===== src/include/mah_pkg.sv =====
// constants and types for the station address, hash table and phy management block
package mah_pkg;
    // =====================================================
    // register indices, byte address is four times the index
    localparam logic [5:0] IDX_ADDR_HIGH = 6'h02;
    localparam logic [5:0] IDX_ADDR_LOW = 6'h03;
    localparam logic [5:0] IDX_HASH_HIGH = 6'h04;
    localparam logic [5:0] IDX_HASH_LOW = 6'h05;
    localparam logic [5:0] IDX_MGMT_ACC = 6'h06;
    localparam logic [5:0] IDX_MGMT_DATA = 6'h07;
    localparam logic [5:0] IDX_MCAST_CTRL = 6'h09;
    // =====================================================
    // reset values
    localparam logic [31:0] RST_ADDR_LOW = 32'h0FFFFFFF;
    localparam logic [15:0] RST_ADDR_HIGH = 16'hFFFF;
    localparam logic [31:0] RST_HASH = 32'h00000000;
    // =====================================================
    // field positions
    localparam int ACC_PHY_LSB = 11;
    localparam int ACC_IDX_LSB = 6;
    localparam int ACC_WR_BIT = 1;
    localparam int ACC_BUSY_BIT = 0;
    localparam int CTRL_PASS_BIT = 0;
    localparam int CTRL_INIT_BIT = 8;
    // =====================================================
    // eeprom byte addresses of the station address
    localparam logic [2:0] EE_FIRST = 3'h1;
    localparam logic [2:0] EE_LOW_LAST = 3'h4;
    localparam logic [2:0] EE_HIGH_LAST = 3'h6;
    // =====================================================
    // bus responses
    localparam logic [1:0] RESP_OKAY = 2'h0;
    localparam logic [1:0] RESP_SLVERR = 2'h2;
    typedef enum logic [0:0] {MM_IDLE, MM_REQ} mah_mstate_t;
endpackage


===== src/logic/mah_regs.sv =====
// station address, multicast hash filter and phy management access registers
//
// The AXI4-Lite slave port was left to the implementer.
`timescale 1ns/1ps
module mah_regs
    import mah_pkg::*;
#(
    parameter int ADDR_W = 8
) (
    input wire logic mclk_i,
    input wire logic rst_i,
    // axi4-lite slave
    input wire logic [ADDR_W-1:0] s_axi_awaddr_i,
    input wire logic s_axi_awvalid_i,
    output logic s_axi_awready_o,
    input wire logic [31:0] s_axi_wdata_i,
    input wire logic [3:0] s_axi_wstrb_i,
    input wire logic s_axi_wvalid_i,
    output logic s_axi_wready_o,
    output logic [1:0] s_axi_bresp_o,
    output logic s_axi_bvalid_o,
    input wire logic s_axi_bready_i,
    input wire logic [ADDR_W-1:0] s_axi_araddr_i,
    input wire logic s_axi_arvalid_i,
    output logic s_axi_arready_o,
    output logic [31:0] s_axi_rdata_o,
    output logic [1:0] s_axi_rresp_o,
    output logic s_axi_rvalid_o,
    input wire logic s_axi_rready_i,
    // eeprom controller load port
    input wire logic ee_byte_valid_i,
    input wire logic [2:0] ee_byte_addr_i,
    input wire logic [7:0] ee_byte_i,
    input wire logic ee_load_done_i,
    // receive filter port
    input wire logic frame_check_i,
    input wire logic [5:0] frame_hash_idx_i,
    input wire logic [47:0] rx_dest_addr_i,
    output logic filt_valid_o,
    output logic mcast_accept_o,
    output logic da_match_o,
    output logic [47:0] station_addr_o,
    // internal phy management port
    output logic phy_req_o,
    output logic phy_write_select_o,
    output logic [4:0] phy_addr_o,
    output logic [4:0] phy_reg_index_o,
    output logic [15:0] phy_wdata_o,
    input wire logic phy_ack_i,
    input wire logic [15:0] phy_rdata_i
);
    // =====================================================
    // state
    typedef struct packed {
        logic [31:0] addr_lo;
        logic [15:0] addr_hi;
        logic [31:0] hash_hi;
        logic [31:0] hash_lo;
        logic [4:0] phy_addr;
        logic [4:0] reg_idx;
        logic wr;
        logic busy;
        logic [15:0] mdata;
        logic pass_all;
        logic init_done;
        mah_mstate_t mst;
        logic aw_have;
        logic [ADDR_W-1:0] aw_addr;
        logic w_have;
        logic [31:0] wdata;
        logic [3:0] wstrb;
        logic bvalid;
        logic [1:0] bresp;
        logic rvalid;
        logic [31:0] rdata;
        logic [1:0] rresp;
        logic filt_valid;
        logic mcast_accept;
        logic da_match;
    } mah_state_t;

    mah_state_t st_r;
    mah_state_t st_nxt;
    logic aw_hs;
    logic w_hs;
    logic ar_hs;
    logic do_wr;
    logic acc_go;
    logic [ADDR_W-1:0] wr_addr;
    logic [31:0] wr_data;
    logic [3:0] wr_strb;
    logic [47:0] station;

    // byte-lane merge of a write into an old value
    function automatic logic [31:0] merge(input logic [31:0] old, input logic [31:0] nw, input logic [3:0] strb);
        logic [31:0] res;
        res = old;
        for (int i = 0; i < 4; i++) begin
            if (strb[i]) begin
                res[i*8 +: 8] = nw[i*8 +: 8];
            end
        end
        return res;
    endfunction

    // =====================================================
    // handshakes and write operand selection
    assign s_axi_awready_o = !st_r.aw_have && !st_r.bvalid;
    assign s_axi_wready_o = !st_r.w_have && !st_r.bvalid;
    assign s_axi_arready_o = !st_r.rvalid;
    assign aw_hs = s_axi_awvalid_i && s_axi_awready_o;
    assign w_hs = s_axi_wvalid_i && s_axi_wready_o;
    assign ar_hs = s_axi_arvalid_i && s_axi_arready_o;
    assign do_wr = (st_r.aw_have || aw_hs) && (st_r.w_have || w_hs);
    assign wr_addr = st_r.aw_have ? st_r.aw_addr : s_axi_awaddr_i;
    assign wr_data = st_r.w_have ? st_r.wdata : s_axi_wdata_i;
    assign wr_strb = st_r.w_have ? st_r.wstrb : s_axi_wstrb_i;
    assign station = {st_r.addr_hi, st_r.addr_lo};
    // a start is an accepted access-register write with busy set while idle
    assign acc_go = do_wr && wr_addr[1:0] == 2'h0 && wr_addr[ADDR_W-1:2] == (ADDR_W-2)'(IDX_MGMT_ACC)
                    && !st_r.busy && wr_strb[0] && wr_data[ACC_BUSY_BIT];

    // =====================================================
    // next-state logic
    always_comb begin
        logic [31:0] acc_word;
        logic [31:0] mw;
        acc_word = 32'h00000000;
        mw = 32'h00000000;
        st_nxt = st_r;
        // write channel capture
        if (aw_hs && !do_wr) begin
            st_nxt.aw_have = 1'b1;
            st_nxt.aw_addr = s_axi_awaddr_i;
        end
        if (w_hs && !do_wr) begin
            st_nxt.w_have = 1'b1;
            st_nxt.wdata = s_axi_wdata_i;
            st_nxt.wstrb = s_axi_wstrb_i;
        end
        if (st_r.bvalid && s_axi_bready_i) begin
            st_nxt.bvalid = 1'b0;
        end
        // init completes once, on the eeprom controller's done level
        if (ee_load_done_i) begin
            st_nxt.init_done = 1'b1;
        end
        // register write
        if (do_wr) begin
            st_nxt.aw_have = 1'b0;
            st_nxt.w_have = 1'b0;
            st_nxt.bvalid = 1'b1;
            st_nxt.bresp = RESP_OKAY;
            if (wr_addr[1:0] == 2'h0 && wr_addr[ADDR_W-1:2] == (ADDR_W-2)'(IDX_ADDR_LOW)) begin
                if (st_r.init_done) begin
                    st_nxt.addr_lo = merge(st_r.addr_lo, wr_data, wr_strb);
                end
            end else if (wr_addr[1:0] == 2'h0 && wr_addr[ADDR_W-1:2] == (ADDR_W-2)'(IDX_ADDR_HIGH)) begin
                if (st_r.init_done) begin
                    mw = merge({16'h0000, st_r.addr_hi}, wr_data, wr_strb);
                    st_nxt.addr_hi = mw[15:0];
                end
            end else if (wr_addr[1:0] == 2'h0 && wr_addr[ADDR_W-1:2] == (ADDR_W-2)'(IDX_HASH_HIGH)) begin
                st_nxt.hash_hi = merge(st_r.hash_hi, wr_data, wr_strb);
            end else if (wr_addr[1:0] == 2'h0 && wr_addr[ADDR_W-1:2] == (ADDR_W-2)'(IDX_HASH_LOW)) begin
                st_nxt.hash_lo = merge(st_r.hash_lo, wr_data, wr_strb);
            end else if (wr_addr[1:0] == 2'h0 && wr_addr[ADDR_W-1:2] == (ADDR_W-2)'(IDX_MGMT_ACC)) begin
                // writes while busy are dropped so the running access keeps its fields
                if (!st_r.busy) begin
                    acc_word = {16'h0000, st_r.phy_addr, st_r.reg_idx, 4'h0, st_r.wr, 1'b0};
                    acc_word = merge(acc_word, wr_data, wr_strb);
                    st_nxt.phy_addr = acc_word[ACC_PHY_LSB +: 5];
                    st_nxt.reg_idx = acc_word[ACC_IDX_LSB +: 5];
                    st_nxt.wr = acc_word[ACC_WR_BIT];
                    st_nxt.busy = acc_word[ACC_BUSY_BIT];
                end
            end else if (wr_addr[1:0] == 2'h0 && wr_addr[ADDR_W-1:2] == (ADDR_W-2)'(IDX_MGMT_DATA)) begin
                if (!st_r.busy) begin
                    mw = merge({16'h0000, st_r.mdata}, wr_data, wr_strb);
                    st_nxt.mdata = mw[15:0];
                end
            end else if (wr_addr[1:0] == 2'h0 && wr_addr[ADDR_W-1:2] == (ADDR_W-2)'(IDX_MCAST_CTRL)) begin
                if (wr_strb[0]) begin
                    st_nxt.pass_all = wr_data[CTRL_PASS_BIT];
                end
            end else begin
                st_nxt.bresp = RESP_SLVERR;
            end
        end
        // eeprom power-on load, byte 1 lowest
        if (ee_byte_valid_i && !st_r.init_done) begin
            if (ee_byte_addr_i >= EE_FIRST && ee_byte_addr_i <= EE_LOW_LAST) begin
                st_nxt.addr_lo[(ee_byte_addr_i - EE_FIRST)*8 +: 8] = ee_byte_i;
            end else if (ee_byte_addr_i > EE_LOW_LAST && ee_byte_addr_i <= EE_HIGH_LAST) begin
                st_nxt.addr_hi[(ee_byte_addr_i - EE_LOW_LAST - 3'h1)*8 +: 8] = ee_byte_i;
            end
        end
        // register read
        if (st_r.rvalid && s_axi_rready_i) begin
            st_nxt.rvalid = 1'b0;
        end
        if (ar_hs) begin
            st_nxt.rvalid = 1'b1;
            st_nxt.rresp = RESP_OKAY;
            st_nxt.rdata = 32'h00000000;
            if (s_axi_araddr_i[1:0] != 2'h0) begin
                st_nxt.rresp = RESP_SLVERR;
            end else if (s_axi_araddr_i[ADDR_W-1:2] == (ADDR_W-2)'(IDX_ADDR_LOW)) begin
                st_nxt.rdata = st_r.addr_lo;
            end else if (s_axi_araddr_i[ADDR_W-1:2] == (ADDR_W-2)'(IDX_ADDR_HIGH)) begin
                st_nxt.rdata = {16'h0000, st_r.addr_hi};
            end else if (s_axi_araddr_i[ADDR_W-1:2] == (ADDR_W-2)'(IDX_HASH_HIGH)) begin
                st_nxt.rdata = st_r.hash_hi;
            end else if (s_axi_araddr_i[ADDR_W-1:2] == (ADDR_W-2)'(IDX_HASH_LOW)) begin
                st_nxt.rdata = st_r.hash_lo;
            end else if (s_axi_araddr_i[ADDR_W-1:2] == (ADDR_W-2)'(IDX_MGMT_ACC)) begin
                st_nxt.rdata = {16'h0000, st_r.phy_addr, st_r.reg_idx, 4'h0, st_r.wr, st_r.busy};
            end else if (s_axi_araddr_i[ADDR_W-1:2] == (ADDR_W-2)'(IDX_MGMT_DATA)) begin
                st_nxt.rdata = {16'h0000, st_r.mdata};
            end else if (s_axi_araddr_i[ADDR_W-1:2] == (ADDR_W-2)'(IDX_MCAST_CTRL)) begin
                st_nxt.rdata = {23'h000000, st_r.init_done, 7'h00, st_r.pass_all};
            end else begin
                st_nxt.rresp = RESP_SLVERR;
            end
        end
        // phy management sequencer: one request per start
        case (st_r.mst)
            MM_IDLE: begin
                if (acc_go) begin
                    st_nxt.mst = MM_REQ;
                end
            end
            MM_REQ: begin
                if (phy_ack_i) begin
                    st_nxt.mst = MM_IDLE;
                    st_nxt.busy = 1'b0;
                    if (!st_r.wr) begin
                        st_nxt.mdata = phy_rdata_i;
                    end
                end
            end
            default: begin
                st_nxt.mst = MM_IDLE;
            end
        endcase
        // receive filter decisions
        st_nxt.filt_valid = frame_check_i;
        if (frame_check_i) begin
            st_nxt.mcast_accept = st_r.pass_all || (frame_hash_idx_i[5] ? st_r.hash_hi[frame_hash_idx_i[4:0]]
                                  : st_r.hash_lo[frame_hash_idx_i[4:0]]);
            st_nxt.da_match = rx_dest_addr_i == station;
        end
    end

    // =====================================================
    // state register
    always_ff @(posedge mclk_i) begin
        if (rst_i) begin
            st_r <= '0;
            st_r.addr_lo <= RST_ADDR_LOW;
            st_r.addr_hi <= RST_ADDR_HIGH;
            st_r.hash_hi <= RST_HASH;
            st_r.hash_lo <= RST_HASH;
            st_r.mst <= MM_IDLE;
        end else begin
            st_r <= st_nxt;
        end
    end

    // =====================================================
    // outputs
    assign s_axi_bvalid_o = st_r.bvalid;
    assign s_axi_bresp_o = st_r.bresp;
    assign s_axi_rvalid_o = st_r.rvalid;
    assign s_axi_rdata_o = st_r.rdata;
    assign s_axi_rresp_o = st_r.rresp;
    assign filt_valid_o = st_r.filt_valid;
    assign mcast_accept_o = st_r.mcast_accept;
    assign da_match_o = st_r.da_match;
    assign station_addr_o = station;
    assign phy_req_o = st_r.mst == MM_REQ;
    assign phy_write_select_o = st_r.wr;
    assign phy_addr_o = st_r.phy_addr;
    assign phy_reg_index_o = st_r.reg_idx;
    assign phy_wdata_o = st_r.mdata;
endmodule


===== config.mk =====
export PLATFORM = sky130hd
export DESIGN_NAME = mah_regs
export DESIGN_NICKNAME = d
export VERILOG_FILES = /design/src/include/mah_pkg.sv /design/src/logic/mah_regs.sv
export SDC_FILE = /design/constraint.sdc
export NUM_CORES = 1
export LEC_CHECK = 0
export ABC_AREA = 1
export BUFFER_PORTS_ARGS = -buffer_cell sky130_fd_sc_hd__buf_2
export CAP_MARGIN = 20
export CORE_UTILIZATION = 23
export CTS_CLUSTER_SIZE = 25
export DETAILED_ROUTE_END_ITERATION = 8
export PLACE_DENSITY_LB_ADDON = 0.2
export SYNTH_ARGS = -nofsm -noshare
export SYNTH_HDL_FRONTEND = slang
export SYNTH_SLANG_ARGS = --single-unit

===== constraint.sdc =====
create_clock -name mclk_i -period 3.9 [get_ports mclk_i]
set_input_delay 0.585 -clock mclk_i [delete_from_list [all_inputs] [get_ports mclk_i]]
set_output_delay 0.585 -clock mclk_i [all_outputs]
set_load 0.02 [all_outputs]

==> impl_metrics.yaml <==
global_routing:
  grt.overflow.total: 0
  grt_pass1_vias: 14400
  grt_antenna_before_repair: 3
  track_usage_pct: 21.2
  grt_first_pass_wirelength_mm: 97.2
  grt_max_degree: 69
floorplanning:
  pin_count: 264
  die_w_um: 249
  core-area_um2: 60400
  die_area_um2: 62200
  die_h_um: 249
  start_util_pct: 23.3
  core.rowCount: 90
clock_tree:
  cts_root_buffer: "clkbuf_16"
  cts_tree: "yes"
  ctsResizeCount: 0
  htreeDepth: 1
  cts_buffer_depth: 3
  postCtsSetupBuffers: 0
  insertion_delay_ns: 0.60
  clock_sinks: 228
  cts_hold_buf: 0
  clk_pin_slew_ns: 0.06
  cts_buffers: 31
synthesis:
  synth_ff_type: "dfxtp_1"
  synthCells: 2217
  seq_area_frac_synth_pct: 32.4
  synthDistinctLibCells: 45
  netlist_area_um2: 14100
  yosysWarningCount: 0
  synthArstFlopShare_pct: 0
  ys_seq_elements: 228
  synth_edf_count: 0
  syn_avg_cell_area_um2: 6.35
pwr:
  p_leak_uw: 0.00733
  p_seq_share_pct: 36.6
  combPwrFrac_pct: 15.1
  p_int_uw: 4710
  switching_share_pct: 29.7
  clockPowerShare_pct: 48.3
  ir_drop_uv: 328
  switching_power_uw: 1990
  powerDensity_nw_per_um2: 408
timing:
  skew_ns: 0.0306
  finalHoldViolCount: 0
  rsz0062_at_grt: "false"
  slew_violations: 0
  slew_headroom_pct: 29.4
  fmax_ghz: 0.319
  fin_ws_ns: 0.761
  setup_viol: 0
  period_needed_ns: 3.14
  finalSetupTns_ns: 0
  tightest_slew_ns: 1.05
  period_share_pct: 80.5
worst_hold_path:
  hp-start: "ee_load_done_i"
  min_path_cells: 3
  whs_endpoint: "st_r[88]"
  hold_class: "input pin to flip-flop"
setup_path:
  crit_type: "input pin to flip-flop"
  crit_arrival_ns: 3.63
  worstRegToRegCells: 9
  crit_required_ns: 4.39
  r2r_end: "st_r[158]"
  start_kind: "input pin"
  rr_startpoint: "st_r[86]"
  worstSetupEndpointType: "flip-flop"
  worstPathMaxFanout: 11
  r2r_slack_ns: 1.03
layout:
  nets: 2496
  syn_to_final_growth_pct: 16.7
  drive_above_1_share_pct: 16.8
  fin_cells: 3141
placed_design:
  dp_hpwl_mm: 51.4
  numPlacedInstances: 3082
  io_buffers: 261
  dp_slack_ns: 0.182
  gp_congestion: 0.901
route:
  via_per_inst: 4.79
  initialDrtViolationCount: 1115
  routed_wirelength_mm: 67.5
  drtPass1Iterations: 7
  num_vias: 15100
  wl_per_cell_um: 21.5
  final_antenna_net_count: 0
  drc: 0
run:
  maxCapViolCount: 0
outcome:
  status: "completed"
-- metrics by stage --
step                      utilization, %  instance area [um2]  hold slack [ns]  total power [uW]
after floorplan                        -                14100            0.437              3080
after global placement              25.3                15300            0.452              3500
after detailed placement            25.3                15300            0.454              3510
after CTS                           27.2                16400            0.176              6760
after global routing                27.2                16400            0.215              6940
final                               27.2                16400            0.206              6700
-- per-layer routing --
metal / vias to the layer above / track usage (%) / wire length (um)
li1: 7304 / - / -
met1: 7076 / 28.0 / 30000
met2: 567 / 34.1 / 30100
met3: 108 / 3.89 / 4970
met4: 2 / 7.71 / 2440
met5: - / 0 / 12
-- worst max-delay path by stage --
| stage | start | end | slack, ns |
|---|---|---|---|
| final | ee_byte_addr_i[1] | station_addr_o[36] | 0.76 |
| after global routing | ee_byte_addr_i[1] | station_addr_o[37] | 0.43 |
| after CTS | ee_byte_addr_i[1] | station_addr_o[37] | 0.81 |
| after detailed placement | ee_byte_addr_i[1] | station_addr_o[36] | 0.18 |
| after global placement | ee_byte_addr_i[1] | station_addr_o[34] | 0.35 |
| after floorplan | ee_byte_addr_i[0] | station_addr_o[34] | 0.71 |
-- sequential cells by signal, summed over array words and instances (netlist names) --
register / cells
st_r: 113
station_addr_o: 48
s_axi_rdata_o: 32
phy_wdata_o: 16
phy_addr_o: 5
phy_reg_index_o: 5
da_match_o: 1
filt_valid_o: 1
mcast_accept_o: 1
phy_req_o: 1
phy_write_select_o: 1
s_axi_bresp_o: 1
s_axi_bvalid_o: 1
s_axi_rresp_o: 1
s_axi_rvalid_o: 1
-- kinds of logic after synthesis --
| logic type | count (synthesis) | share of synthesized area (%) |
|---|---|---|
| muxes | 2 | 0.142 |
| buffers and inverters | 416 | 14.9 |
| AOI/OAI and AO/OA | 385 | 14.9 |
| xor gates and xnor gates | 14 | 0.872 |
| other | 1 | 0.0267 |
| adders and majority gates | 19 | 1.69 |
| DFF | 228 | 32.4 |
| and+or+nand+nor | 1152 | 35.1 |
-- worst max-delay path, cell delays in order --
cell	delay (ns)
buf_2	0.14
inv_1	0.10
ha_1	0.42
nand2_1	0.17
nor2_1	0.19
inv_1	0.06
nor3_1	0.38
inv_1	0.10
ha_1	0.30
nor4_1	0.31
nand4_1	0.15
nand2_2	0.22
nand2_1	0.26
o211ai_1	0.15
nand2_1	0.08
-- cells in the final DEF, fill, tap and decap left out, types with 10 or more instances in the layout --
cell	n
buf_2	260
nand4_1	23
inv_2	12
a21oi_1	162
nand2_2	10
ha_1	19
o211ai_1	34
o21ai_1	10
dfxtp_1	228
o22ai_1	15
nand3b_1	18
nand2_1	641
inv_1	192
nand3_1	180
o21ai_0	145
nor2_1	228
clkbuf_16	31
nor3_1	16
buf_4	26
-- power by group through the flow --
stage / clock network (uW) / logic, uW / registers (uW)
2_1_floorplan: 0 / 589 / 2490
3_3_place_gp: 0 / 1000 / 2500
3_5_place_dp: 0 / 1010 / 2500
4_1_cts: 3300 / 1010 / 2450
5_1_grt: 3370 / 1110 / 2460
6_report: 3240 / 1010 / 2450
-- synth_stat cells, types with 4 or more instances --
master     count  area share (%)
nand2_1      641              17
dfxtp_1      228              32
nor2_1       228             6.1
inv_1        192             5.1
nand3_1      180             6.4
a21oi_1      162             5.8
o21ai_0      145             5.2
buf_4        111             5.9
clkbuf_1      52             1.4
o211ai_1      34             1.8
buf_2         24            0.85
nand4_1       23             1.0
ha_1          19             1.7
nand3b_1      18            0.96
nor3_1        16            0.57
o22ai_1       15            0.67
buf_6         11            0.88
inv_2         11            0.29
nand2_2       10            0.44
o21ai_1       10            0.36
xor2_1         8            0.50
buf_1          7            0.19
clkinv_1       7            0.19
nor2_2         7            0.31
or2_2          7            0.31
o2111ai_1      6            0.37
xnor2_1        6            0.37
nor3_2         5            0.36
o21ai_2        4            0.25
-- area by class of cell --
cell class / count / area [um2]
diodes: 2 / 5.00
clock buffers: 45 / 898
clock inverters: 12 / 244
fillers: 6881 / 43900
inverters: 211 / 797
multi-input cells: 1574 / 7410
flip-flops and latches: 228 / 4560
well taps: 782 / 978
repair buffers: 287 / 1520
Power figures use the tool's default switching activity.
